[src/fmsr_pkg.sv]
// Purpose: constants for the fault mask and status register bank
// Assumes: 100 MHz clk, 8-bit sub-addresses, 8 regulators
// Notes: global control has no printed sub-address; one is chosen here
package fmsr_pkg;
	localparam int unsigned NUM_REG          = 8;
	localparam logic [7:0]  ADDR_GLOBAL      = 8'h08;
	localparam logic [7:0]  ADDR_RST_MASK    = 8'h09;
	localparam logic [7:0]  ADDR_IRQ_MASK_A  = 8'h0A;
	localparam logic [7:0]  ADDR_IRQ_MASK_B  = 8'h0B;
	localparam logic [7:0]  ADDR_PG_STATUS   = 8'h0C;
	localparam logic [7:0]  ADDR_UV_STATUS   = 8'h0D;
	localparam logic [7:0]  ADDR_THERM       = 8'h0E;
	localparam logic [7:0]  RST_GLOBAL       = 8'h00;
	localparam logic [7:0]  RST_RST_MASK     = 8'hFF;
	localparam logic [7:0]  RST_IRQ_MASK     = 8'h00;
	localparam int unsigned BIT_POWER_CYCLE  = 7;
	localparam int unsigned BIT_LEVEL_HI     = 6;
	localparam int unsigned BIT_LEVEL_LO     = 5;
	localparam int unsigned BIT_IGNORE_EN    = 4;
	localparam int unsigned BIT_PULLDOWN     = 3;
	localparam int unsigned BIT_SLOW_EDGE    = 2;
	localparam int unsigned BIT_TEMP_ONCE    = 1;
	localparam int unsigned BIT_TEMP_CONT    = 0;
	localparam int unsigned BIT_OVERHEAT     = 7;
	localparam int unsigned CLK_HZ           = 100_000_000;
	localparam int unsigned POWER_CYCLE_MS   = 1000;
	localparam int unsigned POWER_CYCLE_CYC  = CLK_HZ / 1000 * POWER_CYCLE_MS;
	localparam int unsigned TEMP_PERIOD_US   = 2000;
	localparam int unsigned TEMP_PERIOD_CYC  = CLK_HZ / 1000000
		* TEMP_PERIOD_US;
	localparam int unsigned CNT_W            = 27;
endpackage

[src/fmsr_regs.sv]
// Purpose: control, fault-mask and fault-status registers of a
//          multichannel step-down regulator controller
// Assumes: serial host front end gives read/write strobes and an 8-bit sub-address, decoded here;
//          analog monitors arrive asynchronous and are synchronised
// Notes: the temperature converter reports through temp_done/temp_code
`timescale 1ns/1ps

// Functional notes
// - global control register resets to zero.
// - reset mask at 09h, bit n-1 per regulator n, routes power-good fault.
// - reset mask powers up as FFh.
// - interrupt masks at 0Ah and 0Bh share layout, reset to zero.
// - low reset or interrupt output means a fault happened.
// - status 0Ch reports power-good fault state of regulators 1..8.
// - status 0Dh reports input undervoltage state of regulators 1..8.
// - status latched at interrupt; masked bits read live value.
// - 0Eh holds latched overheat flag at bit 7 above 7-bit temperature.
// - overheat flag ignores all masks and always reports.
// - clear command empties latched status contents.
// - power-good bit reads 0 when output is over 7.5% low.
// - undervoltage bit reads 0 while input is above threshold.
// - writes to the three status registers are ignored.
// - global bit 7 shuts converters down 1 s, then self-clears.
// - global bits 6:5 select overheat alarm level, default 00.
// - global bit 4 makes the device disregard the enable pins.
// - global bit 3 selects switch-node pulldown in shutdown.
// - global bit 2 selects slower switch-node slew.
// - global bit 1 starts one conversion, self-clears on completion.
// - global bit 0 samples temperature continuously, every 2 ms.
module fmsr_regs #(
	parameter int unsigned POWER_CYCLE_CYC = fmsr_pkg::POWER_CYCLE_CYC,
	parameter int unsigned TEMP_PERIOD_CYC = fmsr_pkg::TEMP_PERIOD_CYC
) (
	input  wire logic       clk,
	input  wire logic       nrst,
	input  wire logic       wr_en,
	input  wire logic       rd_en,
	input  wire logic [7:0] addr,
	input  wire logic [7:0] wr_data,
	input  wire logic       clear_latched_faults,
	input  wire logic [7:0] output_regulation_ok,
	input  wire logic [7:0] input_undervoltage_flag,
	input  wire logic       overheat_flag,
	input  wire logic       temp_done,
	input  wire logic [6:0] temp_code,
	input  wire logic [7:0] enable_pins,
	output logic      [7:0] rd_data,
	output logic            rst_out_n,
	output logic            irq_out_n,
	output logic      [7:0] converter_enable,
	output logic      [1:0] overheat_level,
	output logic            shutdown_node_pulldown,
	output logic            slow_edge,
	output logic            temp_start
);
	logic [7:0] pg_s1_ff, pg_s2_ff, uv_s1_ff, uv_s2_ff, en_s1_ff, en_s2_ff;
	logic       ot_s1_ff, ot_s2_ff;
	logic [7:0] global_ff, rst_mask_ff, irq_mask_a_ff, irq_mask_b_ff;
	logic [7:0] pg_lat_ff, uv_lat_ff;
	logic       ot_lat_ff;
	logic [6:0] temp_ff;
	logic [fmsr_pkg::CNT_W-1:0] pc_cnt_ff, tp_cnt_ff;
	logic       busy_ff;
	logic [7:0] rd_data_ff;
	logic       rst_n_ff, irq_n_ff, start_ff;
	logic [7:0] conv_en_ff;
	logic [1:0] lvl_ff;
	logic       pd_ff, slow_ff;

	// fault is active when power-good is low or undervoltage flag is high
	wire  [7:0] pg_fault = ~pg_s2_ff;
	wire  [7:0] uv_fault = uv_s2_ff;
	wire        wr_glob  = wr_en && addr == fmsr_pkg::ADDR_GLOBAL;
	wire        wr_rstm  = wr_en && addr == fmsr_pkg::ADDR_RST_MASK;
	wire        wr_irqa  = wr_en && addr == fmsr_pkg::ADDR_IRQ_MASK_A;
	wire        wr_irqb  = wr_en && addr == fmsr_pkg::ADDR_IRQ_MASK_B;
	wire  [7:0] pg_set   = pg_fault & irq_mask_a_ff;
	wire  [7:0] uv_set   = uv_fault & irq_mask_b_ff;
	wire        pc_done  = global_ff[fmsr_pkg::BIT_POWER_CYCLE]
		&& pc_cnt_ff == fmsr_pkg::CNT_W'(POWER_CYCLE_CYC - 1);
	wire        tp_tick  = global_ff[fmsr_pkg::BIT_TEMP_CONT]
		&& tp_cnt_ff == fmsr_pkg::CNT_W'(TEMP_PERIOD_CYC - 1);
	wire        once_req = global_ff[fmsr_pkg::BIT_TEMP_ONCE] && !busy_ff;
	wire        start_req = (once_req || tp_tick) && !busy_ff;

	// latched bits read the latch, masked bits read live state
	wire  [7:0] pg_view  = (irq_mask_a_ff & ~pg_lat_ff)
		| (~irq_mask_a_ff & pg_s2_ff);
	wire  [7:0] uv_view  = (irq_mask_b_ff & uv_lat_ff)
		| (~irq_mask_b_ff & uv_s2_ff);
	wire  [7:0] nxt_rd_data =
		addr == fmsr_pkg::ADDR_GLOBAL     ? global_ff :
		addr == fmsr_pkg::ADDR_RST_MASK   ? rst_mask_ff :
		addr == fmsr_pkg::ADDR_IRQ_MASK_A ? irq_mask_a_ff :
		addr == fmsr_pkg::ADDR_IRQ_MASK_B ? irq_mask_b_ff :
		addr == fmsr_pkg::ADDR_PG_STATUS  ? pg_view :
		addr == fmsr_pkg::ADDR_UV_STATUS  ? uv_view :
		addr == fmsr_pkg::ADDR_THERM      ? {ot_lat_ff, temp_ff} :
		8'h00;
	wire        nxt_irq_n = !(|pg_lat_ff || |uv_lat_ff
		|| ot_lat_ff);
	wire        nxt_rst_n = !(|(pg_fault & rst_mask_ff));
	wire  [7:0] nxt_conv_en =
		global_ff[fmsr_pkg::BIT_POWER_CYCLE] ? 8'h00 :
		global_ff[fmsr_pkg::BIT_IGNORE_EN]   ? 8'h00 :
		en_s2_ff;

	always_ff @(posedge clk or negedge nrst) begin
		if (!nrst) begin
			pg_s1_ff <= 8'hFF;
			pg_s2_ff <= 8'hFF;
			uv_s1_ff <= 8'h00;
			uv_s2_ff <= 8'h00;
			en_s1_ff <= 8'h00;
			en_s2_ff <= 8'h00;
			ot_s1_ff <= 1'b0;
			ot_s2_ff <= 1'b0;
		end else begin
			pg_s1_ff <= output_regulation_ok;
			pg_s2_ff <= pg_s1_ff;
			uv_s1_ff <= input_undervoltage_flag;
			uv_s2_ff <= uv_s1_ff;
			en_s1_ff <= enable_pins;
			en_s2_ff <= en_s1_ff;
			ot_s1_ff <= overheat_flag;
			ot_s2_ff <= ot_s1_ff;
		end
	end

	// masks; status addresses have no write decode at all
	always_ff @(posedge clk or negedge nrst) begin
		if (!nrst) begin
			rst_mask_ff   <= fmsr_pkg::RST_RST_MASK;
			irq_mask_a_ff <= fmsr_pkg::RST_IRQ_MASK;
			irq_mask_b_ff <= fmsr_pkg::RST_IRQ_MASK;
		end else begin
			if (wr_rstm) rst_mask_ff <= wr_data;
			if (wr_irqa) irq_mask_a_ff <= wr_data;
			if (wr_irqb) irq_mask_b_ff <= wr_data;
		end
	end

	// global control; self-clearing bits drop when their job completes
	always_ff @(posedge clk or negedge nrst) begin
		if (!nrst) begin
			global_ff <= fmsr_pkg::RST_GLOBAL;
		end else if (wr_glob) begin
			global_ff <= wr_data;
		end else begin
			if (pc_done) global_ff[fmsr_pkg::BIT_POWER_CYCLE] <= 1'b0;
			if (temp_done && busy_ff)
				global_ff[fmsr_pkg::BIT_TEMP_ONCE] <= 1'b0;
		end
	end

	always_ff @(posedge clk or negedge nrst) begin
		if (!nrst) begin
			pc_cnt_ff <= '0;
		end else if (global_ff[fmsr_pkg::BIT_POWER_CYCLE] && !pc_done) begin
			pc_cnt_ff <= pc_cnt_ff + 1'b1;
		end else begin
			pc_cnt_ff <= '0;
		end
	end

	always_ff @(posedge clk or negedge nrst) begin
		if (!nrst) begin
			tp_cnt_ff <= '0;
		end else if (global_ff[fmsr_pkg::BIT_TEMP_CONT] && !tp_tick) begin
			tp_cnt_ff <= tp_cnt_ff + 1'b1;
		end else begin
			tp_cnt_ff <= '0;
		end
	end

	// one conversion in flight at a time
	always_ff @(posedge clk or negedge nrst) begin
		if (!nrst) begin
			busy_ff  <= 1'b0;
			start_ff <= 1'b0;
			temp_ff  <= 7'h00;
		end else begin
			start_ff <= start_req;
			if (start_req) busy_ff <= 1'b1;
			else if (temp_done) busy_ff <= 1'b0;
			if (temp_done) temp_ff <= temp_code;
		end
	end

	// set wins over clear
	always_ff @(posedge clk or negedge nrst) begin
		if (!nrst) begin
			pg_lat_ff <= 8'h00;
			uv_lat_ff <= 8'h00;
			ot_lat_ff <= 1'b0;
		end else begin
			pg_lat_ff <= (clear_latched_faults ? 8'h00 : pg_lat_ff)
				| pg_set;
			uv_lat_ff <= (clear_latched_faults ? 8'h00 : uv_lat_ff)
				| uv_set;
			ot_lat_ff <= (clear_latched_faults ? 1'b0 : ot_lat_ff)
				| ot_s2_ff;
		end
	end

	always_ff @(posedge clk or negedge nrst) begin
		if (!nrst) begin
			rd_data_ff <= 8'h00;
			rst_n_ff   <= 1'b1;
			irq_n_ff   <= 1'b1;
			conv_en_ff <= 8'h00;
			lvl_ff     <= 2'b00;
			pd_ff      <= 1'b0;
			slow_ff    <= 1'b0;
		end else begin
			if (rd_en) rd_data_ff <= nxt_rd_data;
			rst_n_ff   <= nxt_rst_n;
			irq_n_ff   <= nxt_irq_n;
			conv_en_ff <= nxt_conv_en;
			lvl_ff     <= global_ff[fmsr_pkg::BIT_LEVEL_HI:
				fmsr_pkg::BIT_LEVEL_LO];
			pd_ff      <= global_ff[fmsr_pkg::BIT_PULLDOWN];
			slow_ff    <= global_ff[fmsr_pkg::BIT_SLOW_EDGE];
		end
	end

	assign rd_data                = rd_data_ff;
	assign rst_out_n              = rst_n_ff;
	assign irq_out_n              = irq_n_ff;
	assign converter_enable       = conv_en_ff;
	assign overheat_level         = lvl_ff;
	assign shutdown_node_pulldown = pd_ff;
	assign slow_edge              = slow_ff;
	assign temp_start             = start_ff;
endmodule

[config.mk]
export PLATFORM = sky130hd
export DESIGN_NAME = fmsr_regs
export DESIGN_NICKNAME = d
export VERILOG_FILES = /design/src/fmsr_pkg.sv /design/src/fmsr_regs.sv
export SDC_FILE = /design/constraint.sdc
export NUM_CORES = 1
export LEC_CHECK = 0
export ABC_AREA = 1
export BUFFER_PORTS_ARGS = -buffer_cell sky130_fd_sc_hd__buf_2
export CORE_MARGIN = 10
export CORE_UTILIZATION = 28
export DETAILED_ROUTE_END_ITERATION = 8
export PLACE_DENSITY = 0.44
export SLEW_MARGIN = 20
export SYNTH_ARGS = -nofsm -noshare
export SYNTH_HDL_FRONTEND = slang
export SYNTH_SLANG_ARGS = --single-unit
export TNS_END_PERCENT = 10
[constraint.sdc]
create_clock -name clk -period 3.1 [get_ports clk]
set_input_delay 0.465 -clock clk [delete_from_list [all_inputs] [get_ports clk]]
set_output_delay 0.465 -clock clk [all_outputs]
set_load 0.05 [all_outputs]
==> results.md, run 1 <==
- Sw Share: 28.1%
- Sw power: 1.47 mW
- Worst IR Drop VDD: 0.000347 V
- Fin nets: 1090
- Clk network pwr share: 40.6%
- Setup-failing EPs final: 0
- Type of origin of the critical path: flip-flop
- Yosys warnings: 0
- Post-Layout Inst Area: 9710 µm²
- I/O Buffers: 76
- Mapped Nets: 1008
- DIE AREA: 37100 µm²
- Routed vias/inst: 4.39
- Crit path kind: flip-flop to flip-flop
- R2R Setup Slk: 1.20 ns
- P per Cell Area: 539 nW/µm²
- DRT Pass-1 Iters: 5
- Min Tclk post-route: 1.90 ns
- Core outline area: 29600 µm²
- FMAX: 527 MHz
- DRT iter0 DRCs: 500
- Pint: 3.76 mW
- Ports: 77
- Initial core utilization: 28.2%
- Root Buffer: clkbuf_16
- CTS resizes: 0
- Power share of the combinational group: 8.7%
- Max-cap violations: 0
- Post-synthesis cell area: 8350 µm²
- DP Area: 9130 µm²
- Grt ovf: 0
- RSZ-0062 raised after global routing: no
- CTS Hold Bufs: 1
- Worst-Skew Late Latency: 0.43 ns
- Cts bufs inserted: 17
- R2r startpoint: pc_cnt_ff[0]
- Worst Setup SP: pc_cnt_ff[0]
- Register area share after synthesis: 55.6%
- Distinct cell type count after synthesis: 40
- CP arrival: 2.19 ns
- Asr flop ratio synth: 100%
- Post-route setup TNS: 0 ns
- Status: finished clean
- Post-Route Skew: 0.0147 ns
- Final GP Congestion: 0.828
- WL final: 22700 µm
- Lkg Pwr: 4.44 nW
- GRT Util Overall: 12.6%
- Via count: 6308
- Initial antenna violation count: 2
- Synth-to-Final Area Change: 16.3%
- Top_reg_cell synth: dfrtp_1
- EDFF count, synth: 0
- Crit Path Max Fanout: 27
- CTS Buffer Depth: 2
- Hold_sp: output_regulation_ok[3]
- CTS tree: yes
- CP Data Required Time: 3.39 ns
- Worst-Margin Slew: 0.655 ns
- Worst min-delay path category: input pin to flip-flop
- # DRC: 0
- Mean Syn Cell Area: 8.77 µm²
- Most common cell after layout, fill and taps aside: nand2_1
- Syn Inst Count: 952
- Share of layout cells above drive strength 1: 18.0%
- Max Slew Vio Count: 0
- Post-CTS Setup Inserts: 0
- DPL Wire Length: 16500 µm
- Clock transition at path regs: 0.08 ns
- CTS H-tree lvls: 4
- Die width: 193 µm
- Hold Vio Cnt, Final: 0
- Die height: 193 µm
- Vias in the first global route: 6430
- Flops & latches, synth: 184
- Non-filler instance count after layout: 1438
- Final period util: 61.3%
- Rel. slew slack: 56.2%
- Commonest cells after routing, fill and taps aside: nand2_1 (251), dfrtp_1 (158), nor2_1 (128)
- Crit end category: flip-flop
- First-pass GRT wire length: 36500 µm
- ANT nets after route: 0
- Largest net degree at the start of global routing: 80
- Final core occ: 32.8%
- Cell Rows: 63
- WL per Instance: 15.8 µm
- CTS sink cnt: 184
- Flop pwr share: 50.7%
- Placed Cells incl. Taps: 1404
==> final timing paths <==
path	endpoint	depth (start not counted)
max	global_ff[7]	8
min	pg_s1_ff[3]	1
max reg2reg	global_ff[7]	8
min reg2reg	uv_fault[4]	0
max in group asynchronous	rst_mask_ff[5]	3
min in group asynchronous	uv_s1_ff[1]	2
==> cell families after synthesis <==
kind of cell             count (synthesis)  share of synthesized area (%)
flip-flops                             184                           55.6
AO/OA/AOI/OAI                           85                           6.54
buffers and inverters                  133                           6.88
XOR/XNOR                                29                           3.04
AND/OR/NAND/NOR                        519                           27.7
adder cells (fa/ha/maj)                  2                          0.300
==> power by group through the flow <==
stage          clock network [mW]  logic, mW  registers [mW]
3_5_place_dp                    0      0.464            2.70
6_report                     2.13      0.455            2.65
3_3_place_gp                    0      0.467            2.70
4_1_cts                      2.22      0.468            2.65
2_1_floorplan                   0      0.250            2.71
5_1_grt                      2.30      0.530            2.67
==> worst max-delay path, stage by stage (launching register included) <==
cell	delay (ns)
dfrtp_1	0.39
ha_1	0.23
nand3_1	0.18
inv_2	0.11
nand2_1	0.10
nor2_1	0.15
nand2_1	0.08
nand2_2	0.40
a21oi_1	0.12
==> per-stage QoR <==
step | setup WS [ns] | total power [mW] | hold slack (ns)
6_report | 1.20 | 5.23 | 0.124
3_5_place_dp | 1.05 | 3.16 | 0.335
3_3_place_gp | 1.02 | 3.17 | 0.333
2_1_floorplan | 1.58 | 2.96 | 0.169
4_1_cts | 1.14 | 5.34 | 0.0998
5_1_grt | 0.916 | 5.51 | 0.0980
==> cells in the mapped netlist (2+ instances only) <==
master    instances  share of area [%]
nand2_4           3               0.40
dfstp_2          26                8.2
clkinv_1          2              0.090
dfrtp_1         158                 47
a21oi_1          12               0.72
clkbuf_1          4               0.18
o21ai_0          24                1.4
xnor2_1          10                1.0
nor2_4            4               0.54
ha_1              2               0.30
buf_2             3               0.18
o211ai_1          8               0.72
nor3_2            3               0.36
nor3b_1           5               0.45
xor2_1           19                2.0
nand3_1          58                3.5
nand2_2           6               0.45
nor2_2            5               0.37
buf_6             9                1.2
o22ai_1           8               0.60
nor2_1          128                5.8
nor3_1           27                1.6
o21ai_1           8               0.48
inv_1           110                4.9
nand2_1         251                 11
nand4_1          19                1.4
inv_2             4               0.18
o21ai_2          22                2.3
nor4_1            3               0.22
==> sequential cells by signal, summed over array words and instances, names as in the netlist, 2 cells and up <==
| name | cells |
|---|---|
| en_s2_ff | 8 |
| en_s1_ff | 8 |
| global_ff | 8 |
| pc_cnt_ff | 27 |
| irq_mask_b_ff | 8 |
| overheat_level | 2 |
| irq_mask_a_ff | 8 |
| pg_lat_ff | 8 |
| temp_ff | 7 |
| uv_fault | 8 |
| uv_lat_ff | 8 |
| rd_data | 8 |
| rst_mask_ff | 8 |
| converter_enable | 8 |
| tp_cnt_ff | 27 |
| pg_s1_ff | 8 |
| uv_s1_ff | 8 |
| pg_s2_ff | 8 |
==> area by class of cell <==
class | count | area, µm²
inverters | 116 | 435
fillers | 3136 | 19900
diodes | 1 | 2.50
flip-flops and latches | 184 | 4640
well taps | 390 | 488
multi-input cells | 635 | 3130
clock inverters | 14 | 133
repair buffers | 80 | 447
clock buffers | 18 | 429
==> routing by layer <==
layer | vias up | global-route usage, % | share of wire [%]
li1 | 3179 | - | -
met2 | 97 | 19.0 | 45
met1 | 3020 | 17.8 | 50
met5 | - | 0 | 0
met3 | 12 | 3.00 | 4.6
met4 | 0 | 2.89 | 0.83
Note: power is estimated with default switching activity, not from simulation.
==> run 2: changes to the inputs <==
==> constraint.sdc (replaced) <==
create_clock -name clk -period 1.8 [get_ports clk]
set_input_delay 0.27 -clock clk [delete_from_list [all_inputs] [get_ports clk]]
set_output_delay 0.27 -clock clk [all_outputs]
set_load 0.05 [all_outputs]
==> run 2 against run 1 <==
Net effect:
- wire length grew 0.37%
- die area stayed put
- critical path depth grew 1
- sequential power grew 73%
- largest power group unchanged
==> results.md, run 2 (synthesis gave the netlist of run 1 again) <==
- Status: finished clean
- CTS tree: yes
- ANT nets after route: 0 (unchanged)
- Worst-Skew Late Latency: 0.44 ns (about the same)
- Cell Rows: 63 (unchanged)
- Post-Route Skew: 0.00843 ns (-0.00628 ns)
- Largest net degree at the start of global routing: 61 (-24%)
- CP Data Required Time: 2.12 ns (-1.27 ns)
- Lkg Pwr: 4.70 nW (+5.9%)
- Initial antenna violation count: 0 (-2)
- WL per Instance: 15.3 µm (-2.9%)
- Ports: 77 (unchanged)
- Max Slew Vio Count: 0 (unchanged)
- DRT Pass-1 Iters: 6 (+1)
- # DRC: 0 (unchanged)
- Type of origin of the critical path: flip-flop
- I/O Buffers: 76 (unchanged)
- Routed vias/inst: 4.33 (-1.4%)
- Grt ovf: 0 (unchanged)
- DRT iter0 DRCs: 374 (-25%)
- Setup-failing EPs final: 0 (unchanged)
- Core outline area: 29600 µm² (unchanged)
- Final core occ: 34.7% (+1.9 points)
- Max-cap violations: 0 (unchanged)
- DIE AREA: 37100 µm² (unchanged)
- Commonest cells after routing, fill and taps aside: nand2_1 (251), dfrtp_1 (157), nor2_1 (126)
- Place WS: 0.143 ns (-0.909 ns)
- Ant. Diodes: 0 (-1)
- Final period util: 88.5% (+27 points)
- Worst min-delay path category: input pin to flip-flop
- First-pass GRT wire length: 37400 µm (+2.6%)
- RSZ-0062 raised after global routing: no
- DPL Wire Length: 17400 µm (+5.2%)
- WL final: 22800 µm (+0.37%)
- Die width: 193 µm (unchanged)
- Worst IR Drop VDD: 0.000642 V (+85%)
- Initial core utilization: 28.2% (unchanged)
- Non-filler instance count after layout: 1486 (+3.3%)
- Crit end category: flip-flop
- Hold_ws: 0.0390 ns (-0.0849 ns)
- FMAX: 628 MHz (+19%)
- Crit Path Max Fanout: 14 (-48%)
- Post-route setup TNS: 0 ns (unchanged)
- Top flop regs: pc_cnt_ff (27), tp_cnt_ff (27)
- DP Area: 9360 µm² (+2.5%)
- Power Total: 9.41 mW (+80%)
- Fin nets: 1139 (+4.5%)
- Synth-to-Final Area Change: 22.9%
- Vias in the first global route: 6670 (+3.7%)
- CP arrival: 1.91 ns (-0.28 ns)
- Crit path kind: flip-flop to flip-flop
- Clock transition at path regs: 0.07 ns (about the same)
- GRT Util Overall: 13.0% (+0.38 points)
- Placed Cells incl. Taps: 1428 (+1.7%)
- Cts bufs inserted: 17 (unchanged)
- CTS sink cnt: 184 (unchanged)
- CTS H-tree lvls: 4 (unchanged)
- Die height: 193 µm (unchanged)
- Hold Vio Cnt, Final: 0 (unchanged)
- Post-CTS Setup Inserts: 0 (unchanged)
- Post-Layout Inst Area: 10300 µm² (+5.6%)
- CTS Buffer Depth: 2 (unchanged)
- Worst-Margin Slew: 0.405 ns (-0.250 ns)
- Root Buffer: clkbuf_16
- Via count: 6429 (+1.9%)
- Worst setup margin: 0.207 ns (-0.994 ns)
- Rel. slew slack: 72.9% (+17 points)
- Min Tclk post-route: 1.59 ns (-0.306 ns)
- P per Cell Area: 918 nW/µm² (+70%)
- Share of layout cells above drive strength 1: 19.8% (+1.8 points)
- Most common cell after layout, fill and taps aside: nand2_1
- Final GP Congestion: 0.824 (-0.50%)
## run 2: layer usage
layer	global-route usage, %	vias to the layer above	routed length (µm)
li1	-	3282	-
met1	18.8	3047	11800
met4	3.85	0	251
met3	3.00	16	888
met5	0	-	0
met2	18.7	84	9840
## run 2: final cells by class
class                           count  area (µm²)
Tap cell                          390         488
Clock buffer                       19         453
Sequential cell                   184        4640
Multi-Input combinational cell    635        3140
Inverter                          116         435
Timing Repair Buffer              129         927
Clock inverter                     13         168
Fill cell                        3111       19300
## run 2: where the power goes
| part | total (mW) | leakage, nW | internal, mW | switching (mW) |
|---|---|---|---|---|
| clock network | 3.95 | 0.300 | 2.27 | 1.67 |
| logic | 0.877 | 2.04 | 0.325 | 0.552 |
| registers | 4.59 | 2.36 | 4.39 | 0.195 |
| total | 9.41 | 4.70 | 6.99 | 2.42 |
## run 2: path summary, 6_finish.rpt
check,start,to,slack (ns),cells past startpoint
max reg2reg,pc_cnt_ff[0],global_ff[7],0.21,9
min,temp_code[6],temp_ff[6],0.04,3
max in group asynchronous,nrst,tp_cnt_ff[17],0.87,3
min reg2reg,en_s1_ff[1],en_s2_ff[1],0.35,0
min in group asynchronous,nrst,uv_s1_ff[1],0.29,2
max,pc_cnt_ff[0],global_ff[7],0.21,9
## run 2: critical path, cell delays in order (launching register included)
cell     delay [ns]
dfrtp_1        0.39
ha_1           0.24
nand3_2        0.13
inv_2          0.09
nand2_1        0.09
nor2_1         0.12
nand2_1        0.07
nand2_2        0.12
buf_12         0.16
a21oi_1        0.06
## run 2: timing repair
| item | CTS | global route |
|---|---|---|
| hold buffers | 26 | 0 |
| resized for setup | 0 | 4 |
| endpoints found under the hold margin | 55 | 0 |
| endpoints found under the setup margin | 0 | 50 |
